**src/design/i2c_rx_host_pkg.sv**
```systemverilog
// Purpose: Shared constants for the two-wire master-receive host sequencer
// Assumes: Device registers are word registers on the device's own APB
// Notes:   Device map and all bit positions are placed here once

package i2c_rx_host_pkg;

	localparam int unsigned ADDR_W = 12;
	localparam int unsigned DATA_W = 32;

	////////////////////////////////////////////////////////////////////////////////
	// Device register map (byte addresses)
	localparam logic [11:0] DEV_CONTROL_ONE = 12'h000;
	localparam logic [11:0] DEV_CONTROL_TWO = 12'h004;
	localparam logic [11:0] DEV_DATA_BUFFER = 12'h010;
	localparam logic [11:0] DEV_STATUS_ONE  = 12'h014;
	localparam logic [11:0] DEV_STATUS_TWO  = 12'h018;

	// control_one fields
	localparam int unsigned C1_ENABLE = 0;
	localparam int unsigned C1_START  = 8;
	localparam int unsigned C1_STOP   = 9;
	localparam int unsigned C1_ACK    = 10;
	// control_two fields
	localparam int unsigned C2_ERR_IRQ = 8;
	localparam int unsigned C2_EVT_IRQ = 9;
	// status_one fields
	localparam int unsigned S1_START_SENT = 0;
	localparam int unsigned S1_ADDR_SENT  = 1;
	localparam int unsigned S1_HDR_SENT   = 3;
	localparam int unsigned S1_RX_FULL    = 6;
	localparam int unsigned S1_BUS_ERR    = 8;
	localparam int unsigned S1_ARB_LOSS   = 9;
	localparam int unsigned S1_ACK_FAIL   = 10;
	// status_two fields
	localparam int unsigned S2_BUSY = 1;

	// Ten-bit header prefix
	localparam logic [4:0] HDR_PREFIX = 5'h1e;

	////////////////////////////////////////////////////////////////////////////////
	// Own command registers (byte addresses)
	localparam logic [11:0] REG_CTRL      = 12'h000;
	localparam logic [11:0] REG_ADDR      = 12'h004;
	localparam logic [11:0] REG_COUNT     = 12'h008;
	localparam logic [11:0] REG_STATUS    = 12'h00c;
	localparam logic [11:0] REG_DATA_BASE = 12'h040;

	localparam int unsigned CTRL_GO  = 0;
	localparam int unsigned CTRL_TEN = 1;
	localparam int unsigned CTRL_EVT = 2;
	localparam int unsigned CTRL_ERR = 3;

	localparam int unsigned ST_BUSY     = 0;
	localparam int unsigned ST_DONE     = 1;
	localparam int unsigned ST_ACK_FAIL = 2;
	localparam int unsigned ST_ARB_LOST = 3;
	localparam int unsigned ST_BUS_ERR  = 4;
	localparam int unsigned ST_COUNT    = 8;

	localparam logic [31:0] RESET_WORD = 32'h0000_0000;

endpackage

```
**src/design/dev_access_if.sv**
```systemverilog
// Purpose: Request and answer carrier between sequencer and APB engine
// Assumes: One request at a time; req is a one-cycle pulse
// Notes:   done pulses once per request together with rdata

`timescale 1ns/1ps
`default_nettype none

interface dev_access_if;
	logic        req;
	logic        write;
	logic [11:0] addr;
	logic [31:0] wdata;
	logic        done;
	logic [31:0] rdata;

	modport requester (output req, output write, output addr, output wdata,
		input done, input rdata);
	modport engine (input req, input write, input addr, input wdata,
		output done, output rdata);
endinterface

`default_nettype wire

```
**src/design/i2c_rx_host.sv**
```systemverilog
// Purpose: Runs the master-receive software sequence on the two-wire controller
// Assumes: Device registers on the device APB, same clock as pclk
// Notes:   Commands and results through own APB slave registers

`timescale 1ns/1ps
`default_nettype none

// Contract
// - Address goes to data_buffer only after status_one shows start_sent_flag.
// - Ten-bit read: header 11110xx0, low 8 bits, restart, header 11110xx1.
// - After header_sent_flag, status_one is read then second address byte written.
// - address_sent_flag is cleared by reading status_one then status_two.
// - Seven-bit read address byte carries direction bit 1 in bit 0.
// - Ten-bit read requests restart after first address phase, then read header.
// - ack_enable cleared when byte N-1 arrives, stop requested after reading it.
// - Single-byte read clears ack_enable and requests stop right after addressing.
// - Each received byte is serviced before the current byte ends.
// - On nack in master mode a stop is requested by software.
module i2c_rx_host #(
	parameter int MAX_BYTES = 16
) (
	// Clock and reset
	input  wire logic        pclk,
	input  wire logic        presetn,
	// Command APB slave
	input  wire logic        s_psel,
	input  wire logic        s_penable,
	input  wire logic        s_pwrite,
	input  wire logic [11:0] s_paddr,
	input  wire logic [31:0] s_pwdata,
	output logic [31:0]      s_prdata,
	output logic             s_pready,
	output logic             s_pslverr,
	// Device APB master
	output logic             m_psel,
	output logic             m_penable,
	output logic             m_pwrite,
	output logic [11:0]      m_paddr,
	output logic [31:0]      m_pwdata,
	input  wire logic [31:0] m_prdata,
	input  wire logic        m_pready
);

	localparam int IDX_W = $clog2(MAX_BYTES);
	localparam int CNT_W = $clog2(MAX_BYTES + 1);
	localparam int DATA_END = int'(i2c_rx_host_pkg::REG_DATA_BASE) + 4 * MAX_BYTES;

	if (MAX_BYTES < 2 || MAX_BYTES > 256)
	begin : g_bad_max
		$error("MAX_BYTES must lie in 2..256");
	end

	typedef enum logic [14:0] {
		S_IDLE       = 15'h0001,
		S_SETUP2     = 15'h0002,
		S_POLL_BUSY  = 15'h0004,
		S_START      = 15'h0008,
		S_WAIT_SB    = 15'h0010,
		S_WR_HDR     = 15'h0020,
		S_WAIT_HDR   = 15'h0040,
		S_WR_ADDR2   = 15'h0080,
		S_WAIT_ADDR  = 15'h0100,
		S_RD_STS2    = 15'h0200,
		S_LAST_SETUP = 15'h0400,
		S_WAIT_RX    = 15'h0800,
		S_ACK_OFF    = 15'h1000,
		S_RD_DATA    = 15'h2000,
		S_ABORT      = 15'h4000
	} state_t;

	state_t             state_q;
	state_t             state_d;
	logic               wait_q;
	logic               phase_q;
	logic               phase_d;
	logic [9:0]         addr_q;
	logic [CNT_W-1:0]   count_q;
	logic [CNT_W-1:0]   remain_q;
	logic [IDX_W-1:0]   idx_q;
	logic [CNT_W-1:0]   got_q;
	logic               ten_q;
	logic               evt_en_q;
	logic               err_en_q;
	logic               done_q;
	logic               ackf_q;
	logic               arb_q;
	logic               buse_q;
	logic               set_done;
	logic               set_ackf;
	logic               set_arb;
	logic               set_buse;
	logic               store;
	logic               sts1_read;
	logic               first_hdr;
	logic               wr_acc;
	logic               setup_acc;
	logic               go;
	logic               data_hit;
	logic               reg_hit;
	logic [IDX_W-1:0]   rd_idx;
	logic [7:0]         rd_byte;
	logic [31:0]        status_word;
	logic [31:0]        c1_base;

	dev_access_if acc ();

	apb_master_engine u_engine (
		.pclk      (pclk),
		.presetn   (presetn),
		.acc       (acc.engine),
		.m_psel    (m_psel),
		.m_penable (m_penable),
		.m_pwrite  (m_pwrite),
		.m_paddr   (m_paddr),
		.m_pwdata  (m_pwdata),
		.m_prdata  (m_prdata),
		.m_pready  (m_pready)
	);

	rx_store #(
		.DEPTH (MAX_BYTES),
		.IDX_W (IDX_W)
	) u_store (
		.pclk    (pclk),
		.wr_en   (store),
		.wr_idx  (idx_q),
		.wr_byte (acc.rdata[7:0]),
		.rd_idx  (rd_idx),
		.rd_byte (rd_byte)
	);

	////////////////////////////////////////////////////////////////////////////////
	// Own APB slave: zero wait states, data latched in the setup cycle

	assign s_pready  = 1'b1;
	assign setup_acc = s_psel && !s_penable;
	assign wr_acc    = s_psel && s_penable && s_pwrite;
	assign data_hit  = ({20'h00000, s_paddr} >= 32'(i2c_rx_host_pkg::REG_DATA_BASE))
		&& ({20'h00000, s_paddr} < 32'(DATA_END)) && (s_paddr[1:0] == 2'h0);
	assign reg_hit   = (s_paddr == i2c_rx_host_pkg::REG_CTRL)
		|| (s_paddr == i2c_rx_host_pkg::REG_ADDR)
		|| (s_paddr == i2c_rx_host_pkg::REG_COUNT)
		|| (s_paddr == i2c_rx_host_pkg::REG_STATUS);
	assign s_pslverr = s_psel && s_penable && !data_hit && !reg_hit;
	assign rd_idx    = IDX_W'((s_paddr - i2c_rx_host_pkg::REG_DATA_BASE) >> 2);

	// Go is refused while busy, with a zero count, or with a count the store cannot hold
	assign go = wr_acc && (s_paddr == i2c_rx_host_pkg::REG_CTRL)
		&& s_pwdata[i2c_rx_host_pkg::CTRL_GO] && (state_q == S_IDLE)
		&& (count_q != '0) && (count_q <= CNT_W'(MAX_BYTES));

	always_comb
	begin
		status_word = 32'h0000_0000;
		status_word[i2c_rx_host_pkg::ST_BUSY]     = (state_q != S_IDLE);
		status_word[i2c_rx_host_pkg::ST_DONE]     = done_q;
		status_word[i2c_rx_host_pkg::ST_ACK_FAIL] = ackf_q;
		status_word[i2c_rx_host_pkg::ST_ARB_LOST] = arb_q;
		status_word[i2c_rx_host_pkg::ST_BUS_ERR]  = buse_q;
		status_word[i2c_rx_host_pkg::ST_COUNT +: CNT_W] = got_q;
	end

	always_ff @(posedge pclk or negedge presetn)
	begin
		if (!presetn)
			s_prdata <= i2c_rx_host_pkg::RESET_WORD;
		else if (setup_acc)
		begin
			s_prdata <= 32'h0000_0000;
			if (data_hit)
				s_prdata <= {24'h000000, rd_byte};
			else if (s_paddr == i2c_rx_host_pkg::REG_CTRL)
				s_prdata <= {28'h0000000, err_en_q, evt_en_q, ten_q, 1'b0};
			else if (s_paddr == i2c_rx_host_pkg::REG_ADDR)
				s_prdata <= {22'h000000, addr_q};
			else if (s_paddr == i2c_rx_host_pkg::REG_COUNT)
				s_prdata <= {{(32 - CNT_W){1'b0}}, count_q};
			else if (s_paddr == i2c_rx_host_pkg::REG_STATUS)
				s_prdata <= status_word;
		end
	end

	// Configuration is frozen during a sequence
	always_ff @(posedge pclk or negedge presetn)
	begin
		if (!presetn)
		begin
			addr_q   <= 10'h000;
			count_q  <= '0;
			ten_q    <= 1'b0;
			evt_en_q <= 1'b0;
			err_en_q <= 1'b0;
		end
		else if (wr_acc && state_q == S_IDLE)
		begin
			if (s_paddr == i2c_rx_host_pkg::REG_ADDR)
				addr_q <= s_pwdata[9:0];
			if (s_paddr == i2c_rx_host_pkg::REG_COUNT)
				count_q <= s_pwdata[CNT_W-1:0];
			if (s_paddr == i2c_rx_host_pkg::REG_CTRL)
			begin
				ten_q    <= s_pwdata[i2c_rx_host_pkg::CTRL_TEN];
				evt_en_q <= s_pwdata[i2c_rx_host_pkg::CTRL_EVT];
				err_en_q <= s_pwdata[i2c_rx_host_pkg::CTRL_ERR];
			end
		end
	end

	// Sticky results: write one to clear, a new event wins over the clear
	always_ff @(posedge pclk or negedge presetn)
	begin
		if (!presetn)
		begin
			done_q <= 1'b0;
			ackf_q <= 1'b0;
			arb_q  <= 1'b0;
			buse_q <= 1'b0;
		end
		else
		begin
			if (wr_acc && s_paddr == i2c_rx_host_pkg::REG_STATUS)
			begin
				done_q <= set_done || (done_q && !s_pwdata[i2c_rx_host_pkg::ST_DONE]);
				ackf_q <= set_ackf || (ackf_q && !s_pwdata[i2c_rx_host_pkg::ST_ACK_FAIL]);
				arb_q  <= set_arb || (arb_q && !s_pwdata[i2c_rx_host_pkg::ST_ARB_LOST]);
				buse_q <= set_buse || (buse_q && !s_pwdata[i2c_rx_host_pkg::ST_BUS_ERR]);
			end
			else
			begin
				done_q <= done_q || set_done;
				ackf_q <= ackf_q || set_ackf;
				arb_q  <= arb_q || set_arb;
				buse_q <= buse_q || set_buse;
			end
		end
	end

	////////////////////////////////////////////////////////////////////////////////
	// Device access issued on entering a state and again after each done while it stays, next state taken on done

	assign first_hdr = ten_q && !phase_q;
	assign sts1_read = acc.done && (state_q == S_WAIT_SB || state_q == S_WAIT_HDR
		|| state_q == S_WAIT_ADDR || state_q == S_WAIT_RX);
	assign acc.req   = (state_q != S_IDLE) && !wait_q;

	always_comb
	begin
		c1_base = 32'h0000_0000;
		c1_base[i2c_rx_host_pkg::C1_ENABLE] = 1'b1;
		acc.write = 1'b0;
		acc.addr  = i2c_rx_host_pkg::DEV_STATUS_ONE;
		acc.wdata = 32'h0000_0000;
		case (state_q)
			S_SETUP2:
			begin
				acc.write = 1'b1;
				acc.addr  = i2c_rx_host_pkg::DEV_CONTROL_TWO;
				acc.wdata[i2c_rx_host_pkg::C2_EVT_IRQ] = evt_en_q;
				acc.wdata[i2c_rx_host_pkg::C2_ERR_IRQ] = err_en_q;
			end
			S_POLL_BUSY, S_RD_STS2:
				acc.addr = i2c_rx_host_pkg::DEV_STATUS_TWO;
			S_START:
			begin
				acc.write = 1'b1;
				acc.addr  = i2c_rx_host_pkg::DEV_CONTROL_ONE;
				acc.wdata = c1_base;
				acc.wdata[i2c_rx_host_pkg::C1_START] = 1'b1;
				acc.wdata[i2c_rx_host_pkg::C1_ACK]   = (count_q > 1);
			end
			S_WR_HDR:
			begin
				acc.write = 1'b1;
				acc.addr  = i2c_rx_host_pkg::DEV_DATA_BUFFER;
				if (ten_q)
					acc.wdata[7:0] = {i2c_rx_host_pkg::HDR_PREFIX, addr_q[9:8], phase_q};
				else
					acc.wdata[7:0] = {addr_q[6:0], 1'b1};
			end
			S_WR_ADDR2:
			begin
				acc.write = 1'b1;
				acc.addr  = i2c_rx_host_pkg::DEV_DATA_BUFFER;
				acc.wdata[7:0] = addr_q[7:0];
			end
			S_LAST_SETUP, S_ABORT:
			begin
				acc.write = 1'b1;
				acc.addr  = i2c_rx_host_pkg::DEV_CONTROL_ONE;
				acc.wdata = c1_base;
				acc.wdata[i2c_rx_host_pkg::C1_STOP] = 1'b1;
			end
			S_ACK_OFF:
			begin
				acc.write = 1'b1;
				acc.addr  = i2c_rx_host_pkg::DEV_CONTROL_ONE;
				acc.wdata = c1_base;
			end
			S_RD_DATA:
				acc.addr = i2c_rx_host_pkg::DEV_DATA_BUFFER;
			default:
				acc.addr = i2c_rx_host_pkg::DEV_STATUS_ONE;
		endcase
	end

	always_comb
	begin
		state_d  = state_q;
		phase_d  = phase_q;
		set_done = 1'b0;
		set_ackf = 1'b0;
		set_arb  = 1'b0;
		set_buse = sts1_read && acc.rdata[i2c_rx_host_pkg::S1_BUS_ERR];
		store    = 1'b0;
		if (state_q == S_IDLE)
		begin
			phase_d = 1'b0;
			if (go)
				state_d = S_SETUP2;
		end
		else if (sts1_read && acc.rdata[i2c_rx_host_pkg::S1_ACK_FAIL])
		begin
			set_ackf = 1'b1;
			state_d  = S_ABORT;
		end
		else if (sts1_read && acc.rdata[i2c_rx_host_pkg::S1_ARB_LOSS])
		begin
			// Device already left master mode; nothing to stop
			set_arb  = 1'b1;
			set_done = 1'b1;
			state_d  = S_IDLE;
		end
		else if (acc.done)
		begin
			case (state_q)
				S_SETUP2:
					state_d = S_POLL_BUSY;
				S_POLL_BUSY:
					if (!acc.rdata[i2c_rx_host_pkg::S2_BUSY])
						state_d = S_START;
				S_START:
					state_d = S_WAIT_SB;
				S_WAIT_SB:
					if (acc.rdata[i2c_rx_host_pkg::S1_START_SENT])
						state_d = S_WR_HDR;
				S_WR_HDR:
					state_d = first_hdr ? S_WAIT_HDR : S_WAIT_ADDR;
				S_WAIT_HDR:
					if (acc.rdata[i2c_rx_host_pkg::S1_HDR_SENT])
						state_d = S_WR_ADDR2;
				S_WR_ADDR2:
					state_d = S_WAIT_ADDR;
				S_WAIT_ADDR:
					if (acc.rdata[i2c_rx_host_pkg::S1_ADDR_SENT])
						state_d = S_RD_STS2;
				S_RD_STS2:
					if (first_hdr)
					begin
						phase_d = 1'b1;
						state_d = S_START;
					end
					else if (count_q == 1)
						state_d = S_LAST_SETUP;
					else
						state_d = S_WAIT_RX;
				S_LAST_SETUP:
					state_d = S_WAIT_RX;
				S_WAIT_RX:
					if (acc.rdata[i2c_rx_host_pkg::S1_RX_FULL])
						state_d = (remain_q == 2) ? S_ACK_OFF : S_RD_DATA;
				S_ACK_OFF:
					state_d = S_RD_DATA;
				S_RD_DATA:
				begin
					store = 1'b1;
					if (remain_q == 1)
					begin
						set_done = 1'b1;
						state_d  = S_IDLE;
					end
					else if (remain_q == 2)
						state_d = S_LAST_SETUP;
					else
						state_d = S_WAIT_RX;
				end
				S_ABORT:
				begin
					set_done = 1'b1;
					state_d  = S_IDLE;
				end
				default:
					state_d = S_IDLE;
			endcase
		end
	end

	always_ff @(posedge pclk or negedge presetn)
	begin
		if (!presetn)
		begin
			state_q <= S_IDLE;
			phase_q <= 1'b0;
			wait_q  <= 1'b0;
		end
		else
		begin
			state_q <= state_d;
			phase_q <= phase_d;
			if (acc.req)
				wait_q <= 1'b1;
			else if (acc.done)
				wait_q <= 1'b0;
		end
	end

	always_ff @(posedge pclk or negedge presetn)
	begin
		if (!presetn)
		begin
			remain_q <= '0;
			idx_q    <= '0;
			got_q    <= '0;
		end
		else if (go)
		begin
			remain_q <= count_q;
			idx_q    <= '0;
			got_q    <= '0;
		end
		else if (store)
		begin
			remain_q <= remain_q - 1'b1;
			idx_q    <= idx_q + 1'b1;
			got_q    <= got_q + 1'b1;
		end
	end
endmodule

`default_nettype wire

```
**src/design/apb_master_engine.sv**
```systemverilog
// Purpose: APB master toward the device registers
// Assumes: Requests arrive only while the engine is idle
// Notes:   Waits on pready without limit

`timescale 1ns/1ps
`default_nettype none

module apb_master_engine (
	// Clock and reset
	input  wire logic        pclk,
	input  wire logic        presetn,
	// Sequencer side
	dev_access_if.engine     acc,
	// Device APB
	output logic             m_psel,
	output logic             m_penable,
	output logic             m_pwrite,
	output logic [11:0]      m_paddr,
	output logic [31:0]      m_pwdata,
	input  wire logic [31:0] m_prdata,
	input  wire logic        m_pready
);

	logic finish;

	assign finish = m_psel && m_penable && m_pready;

	always_ff @(posedge pclk or negedge presetn)
	begin
		if (!presetn)
		begin
			m_psel    <= 1'b0;
			m_penable <= 1'b0;
		end
		else if (!m_psel)
			m_psel <= acc.req;
		else if (!m_penable)
			m_penable <= 1'b1;
		else if (m_pready)
		begin
			m_psel    <= 1'b0;
			m_penable <= 1'b0;
		end
	end

	// Request held unchanged until the sampling edge
	always_ff @(posedge pclk or negedge presetn)
	begin
		if (!presetn)
		begin
			m_pwrite <= 1'b0;
			m_paddr  <= 12'h000;
			m_pwdata <= i2c_rx_host_pkg::RESET_WORD;
		end
		else if (acc.req && !m_psel)
		begin
			m_pwrite <= acc.write;
			m_paddr  <= acc.addr;
			m_pwdata <= acc.wdata;
		end
	end

	always_ff @(posedge pclk or negedge presetn)
	begin
		if (!presetn)
		begin
			acc.done  <= 1'b0;
			acc.rdata <= i2c_rx_host_pkg::RESET_WORD;
		end
		else
		begin
			acc.done <= finish;
			if (finish && !m_pwrite)
				acc.rdata <= m_prdata;
		end
	end

endmodule

`default_nettype wire

```
**src/design/rx_store.sv**
```systemverilog
// Purpose: Holds received bytes for software to read back
// Assumes: One write port from the sequencer, one read port for APB
// Notes:   Contents are not reset; the count tells what is valid

`timescale 1ns/1ps
`default_nettype none

module rx_store #(
	parameter int DEPTH = 16,
	parameter int IDX_W = 4
) (
	// Clock
	input  wire logic             pclk,
	// Write side
	input  wire logic             wr_en,
	input  wire logic [IDX_W-1:0] wr_idx,
	input  wire logic [7:0]       wr_byte,
	// Read side
	input  wire logic [IDX_W-1:0] rd_idx,
	output logic [7:0]            rd_byte
);

	if (DEPTH < 1 || DEPTH > (1 << IDX_W))
	begin : g_bad_size
		$error("rx_store DEPTH does not fit IDX_W");
	end

	logic [7:0] mem [DEPTH];

	always_ff @(posedge pclk)
	begin
		if (wr_en)
			mem[wr_idx] <= wr_byte;
	end

	assign rd_byte = mem[rd_idx];

endmodule

`default_nettype wire

```
**config.mk**
```make
export PLATFORM = sky130hd
export DESIGN_NAME = i2c_rx_host
export DESIGN_NICKNAME = d
export VERILOG_FILES = /design/src/design/i2c_rx_host_pkg.sv /design/src/design/dev_access_if.sv /design/src/design/i2c_rx_host.sv /design/src/design/apb_master_engine.sv /design/src/design/rx_store.sv
export SDC_FILE = /design/constraint.sdc
export NUM_CORES = 1
export LEC_CHECK = 0
export BUFFER_PORTS_ARGS = -buffer_cell sky130_fd_sc_hd__clkbuf_2
export CORE_UTILIZATION = 30
export CTS_CLUSTER_DIAMETER = 100
export DETAILED_ROUTE_END_ITERATION = 7
export GPL_ROUTABILITY_DRIVEN = 0
export SYNTH_ARGS = -nofsm -noshare
export SYNTH_HDL_FRONTEND = slang
export SYNTH_SLANG_ARGS = --single-unit
```
**constraint.sdc**
```tcl
create_clock -name pclk -period 3.79 [get_ports pclk]
set_input_delay 0.1895 -clock pclk [delete_from_list [all_inputs] [get_ports pclk]]
set_output_delay 0.1895 -clock pclk [all_outputs]
set_load 0.01 [all_outputs]
```
==> impl_metrics.env <==
export IMPL_grt_util_met1=0.1972
export IMPL_fp_dieW_um=188.0
export IMPL_fp_dieH_um=188.0
export IMPL_critical_path_max_stage_delay_ps=640
export IMPL_cap_violations=0
export IMPL_ys_seq_elements=223
export IMPL_grt_pass1_wl_um=37070
export IMPL_p_comb_frac=0.192
export IMPL_dr_pass1_iters=5
export IMPL_synthesis_area_sq_mm=0.01038
export IMPL_finalSetupViolCount=0
export IMPL_grt_pass1_vias=6094
export IMPL_slew_headroom=0.2585
export IMPL_clk_latency_ps=520
export IMPL_cp_start_kind="flip-flop"
export IMPL_synth_compound_area_share=0.05751
export IMPL_synth_xor_area_frac=0.01350
export IMPL_worstSetupPathType="flip-flop to flip-flop"
export IMPL_cts_clk_slew_worst_paths_ps=70
export IMPL_wl_per_cell_um=18.64
export IMPL_diodes=0
export IMPL_totalWireLength_um=24080
export IMPL_placedCellCount=1231
export IMPL_grt_util_met2=0.2099
export IMPL_worstHoldPathType="input port to flip-flop"
export IMPL_crit_fanout=8
export IMPL_antenna_found_initial=0
export IMPL_cts_tree="built"
export IMPL_rows=67
export IMPL_fin_skew_ps=12.34
export IMPL_post_route_period_util=0.9470
export IMPL_track_usage=0.1356
export IMPL_cp_arrival_ps=3750
export IMPL_p_total_mw=7.184
export IMPL_syn2layout_area_growth_pct=16.33
export IMPL_pwr_share_clk=0.335
export IMPL_fillers=3248
export IMPL_hold_buffers=19
export IMPL_holdWs_ps=27.57
export IMPL_p_sw_mw=2.138
export IMPL_setup_tns_ps=0
export IMPL_synthAdderAreaFrac=0.009646
export IMPL_drt_iter0_drc=443
export IMPL_ys_seq_area_frac=0.5996
export IMPL_post_place_ws_ps=327.0
export IMPL_core_sq_mm=0.03378
export IMPL_dp_hpwl_um=16990
export IMPL_grt_max_degree=74
export IMPL_cp_cell_sequence="or4_4 > nor4_1 > buf_4 > and2_0 > nor3b_1 > and2_1"
export IMPL_peakVddDrop_mv=0.3186
export IMPL_dieArea_sq_mm=0.03534
export IMPL_synth_warnings=0
export IMPL_numPortBuffers=69
export IMPL_fin_cells=1292
export IMPL_seq_power_share=0.474
export IMPL_max_clock_freq_mhz=278.6
export IMPL_cts_resized=0
export IMPL_period_minus_slack_ps=3589
export IMPL_rsz0062_at_grt="false"
export IMPL_avgViaCountPerCell=4.876
export IMPL_p_per_area_mw_per_mm2=595.1
export IMPL_synth_top_family_by_area="multiplexers"
export IMPL_htree_levels=1
export IMPL_crit_buf_inv=1
export IMPL_p_leak_nw=4.642
export IMPL_vias=6300
export IMPL_io_pins=163
export IMPL_drv_slew=0
export IMPL_synth_cells=735
export IMPL_grt_util_met3=0.02077
export IMPL_remaining_drc_errors=0
export IMPL_cp_slowest_cell="or4_4"
export IMPL_nets=917
export IMPL_async_flop_share=0.4260
export IMPL_final_antenna_net_count=0
export IMPL_cts_setup_buffers=0
export IMPL_intPower_mw=5.046
export IMPL_cts_made_buffers=23
export IMPL_grt_busiest_layer="met2"
export IMPL_cts_root_buf="clkbuf_16"
export IMPL_cts_buffer_depth=3
export IMPL_endpoint_kind="flip-flop"
export IMPL_syn_area_per_cell_sq_um=14.12
export IMPL_start_util=0.3072
export IMPL_yosys_area_share_simple=0.1086
export IMPL_fin_ws_ps=200.8
export IMPL_synth_edf_count=128
export IMPL_cp_data_required_time_ps=3950
export IMPL_p_sw_frac=0.2976
export IMPL_ys_flop_type="edfxtp_1"
export IMPL_hold_violations=0
export IMPL_drive_gt1_frac=0.2820
export IMPL_cts_sinks=223
export IMPL_outcome="finished, final reports clean"
export IMPL_synthMuxAreaShare=0.1496
export IMPL_grt_overflow=0
export IMPL_critPathTopFamily="simple AND/OR/NAND/NOR gates"
export IMPL_tightest_slew_ps=1112
export IMPL_synth_distinct_cells=63
## path summary, 6_finish.rpt
check	startpoint	end	slack, ps	depth (start not counted)
min	s_pwdata[3]	addr_q[3]$_DFFE_PN0P_	30	2
max	state_q[10]$_DFFE_PN0P_	u_store.mem[1][3]$_DFFE_PP_	200	6
min reg2reg	u_engine.m_pwdata[10]$_DFFE_PN0P_	u_engine.m_pwdata[10]$_DFFE_PN0P_	480	2
max reg2reg	state_q[10]$_DFFE_PN0P_	u_store.mem[1][3]$_DFFE_PP_	200	6
min in group asynchronous	presetn	state_q[3]$_DFFE_PN0P_	350	2
max in group asynchronous	presetn	remain_q[3]$_DFFE_PN0P_	2510	3
## flip-flops by register name, indices dropped and copies added, names as in the netlist, 10 cells and up
signal and count:
s_prdata 13, addr_q 10, u_engine.m_pwdata 11, u_engine.acc.rdata 11
state_q 15, u_store.mem 128
## cell usage after synthesis, drive strengths merged (3+ instances only)
library cell | n | area [sq um]
buf | 68 | 480.5
o21ai | 23 | 126.4
clkbuf | 26 | 97.59
edfxtp | 128 | 3844
nand2b | 5 | 31.28
nor3 | 19 | 100.1
and2 | 15 | 93.84
or3 | 6 | 37.54
ha | 8 | 100.1
and4 | 4 | 35.03
a21oi | 10 | 50.05
mux2 | 43 | 514.3
a32oi | 9 | 78.83
xor2 | 7 | 61.31
nand4 | 11 | 68.82
o32ai | 4 | 53.81
inv | 14 | 52.55
nand3 | 7 | 35.03
o31ai | 6 | 45.04
and3 | 5 | 31.28
or4b | 7 | 70.07
nor2 | 36 | 135.1
nor4 | 16 | 112.6
a22o | 6 | 52.55
a31oi | 7 | 43.79
or4 | 8 | 67.56
nand2 | 51 | 191.4
mux4 | 43 | 968.4
xnor2 | 9 | 78.83
mux2i | 7 | 70.07
nor4b | 4 | 41.29
nor3b | 3 | 22.52
dfrtp | 94 | 2352
## metrics by stage
| stage | cell area [sq um] | utilization |
|---|---|---|
| after global placement | 11080 | 0.3280 |
| after CTS | 12070 | 0.3573 |
| after detailed placement | 11080 | 0.3280 |
| final | 12070 | 0.3573 |
| after global routing | 12070 | 0.3573 |
| after floorplan | 10560 | - |
## cells in the final DEF (no fill, tap or decap), drive strengths merged, types with 8 or more instances in the layout
| master | count |
|---|---|
| mux2 | 43 |
| a21oi | 10 |
| nand2 | 51 |
| nor2 | 36 |
| inv | 15 |
| dfrtp | 94 |
| or4 | 8 |
| nor3 | 19 |
| a32oi | 9 |
| and2 | 15 |
| clkbuf | 98 |
| mux4 | 43 |
| o21ai | 23 |
| edfxtp | 128 |
| ha | 8 |
| nor4 | 16 |
| dlygate4sd3 | 19 |
| xnor2 | 9 |
| nand4 | 11 |
| buf | 26 |
| conb | 50 |
## per-layer routing
metal | part of all wire | wire, um | up-vias
met5 | 0 | 0 | -
met4 | 0.018 | 442 | 0
met3 | 0.056 | 1342 | 31
met2 | 0.45 | 10930 | 216
met1 | 0.47 | 11370 | 3173
li1 | - | - | 2880
## power groups by stage
stage	sequential [mW]	clock, mW	combinational [mW]
after global routing	3.46	2.54	1.51
after global placement	3.45	0	1.35
final	3.40	2.40	1.38
after CTS	3.41	2.46	1.37
after floorplan	3.28	0	0.998
after detailed placement	3.46	0	1.35
## area by class of cell
type / instances / area [sq um] / share of cell area
Sequential cell: 223 / 6222 / 0.5154
Multi-Input combinational cell: 452 / 3710 / 0.3073
Timing Repair Buffer: 113 / 725.7 / 0.06012
Clock buffer: 30 / 621.8 / 0.05151
Tap cell: 448 / 560.5 / 0.04643
Clock inverter: 12 / 178.9 / 0.01482
Inverter: 14 / 52.55 / 0.004353
## cell families (layout without fill, tap and decap cells)
kind of cell	Yosys count	after routing
flip-flops	223	223
AND/OR/NAND/NOR	204	204
AO/OA/AOI/OAI	81	81
adder cells (fa/ha/maj)	8	8
multiplexers	93	93
XOR/XNOR	16	16
other	2	50
buffers and inverters	108	169
No activity file was read; power rests on OpenSTA's default activity.
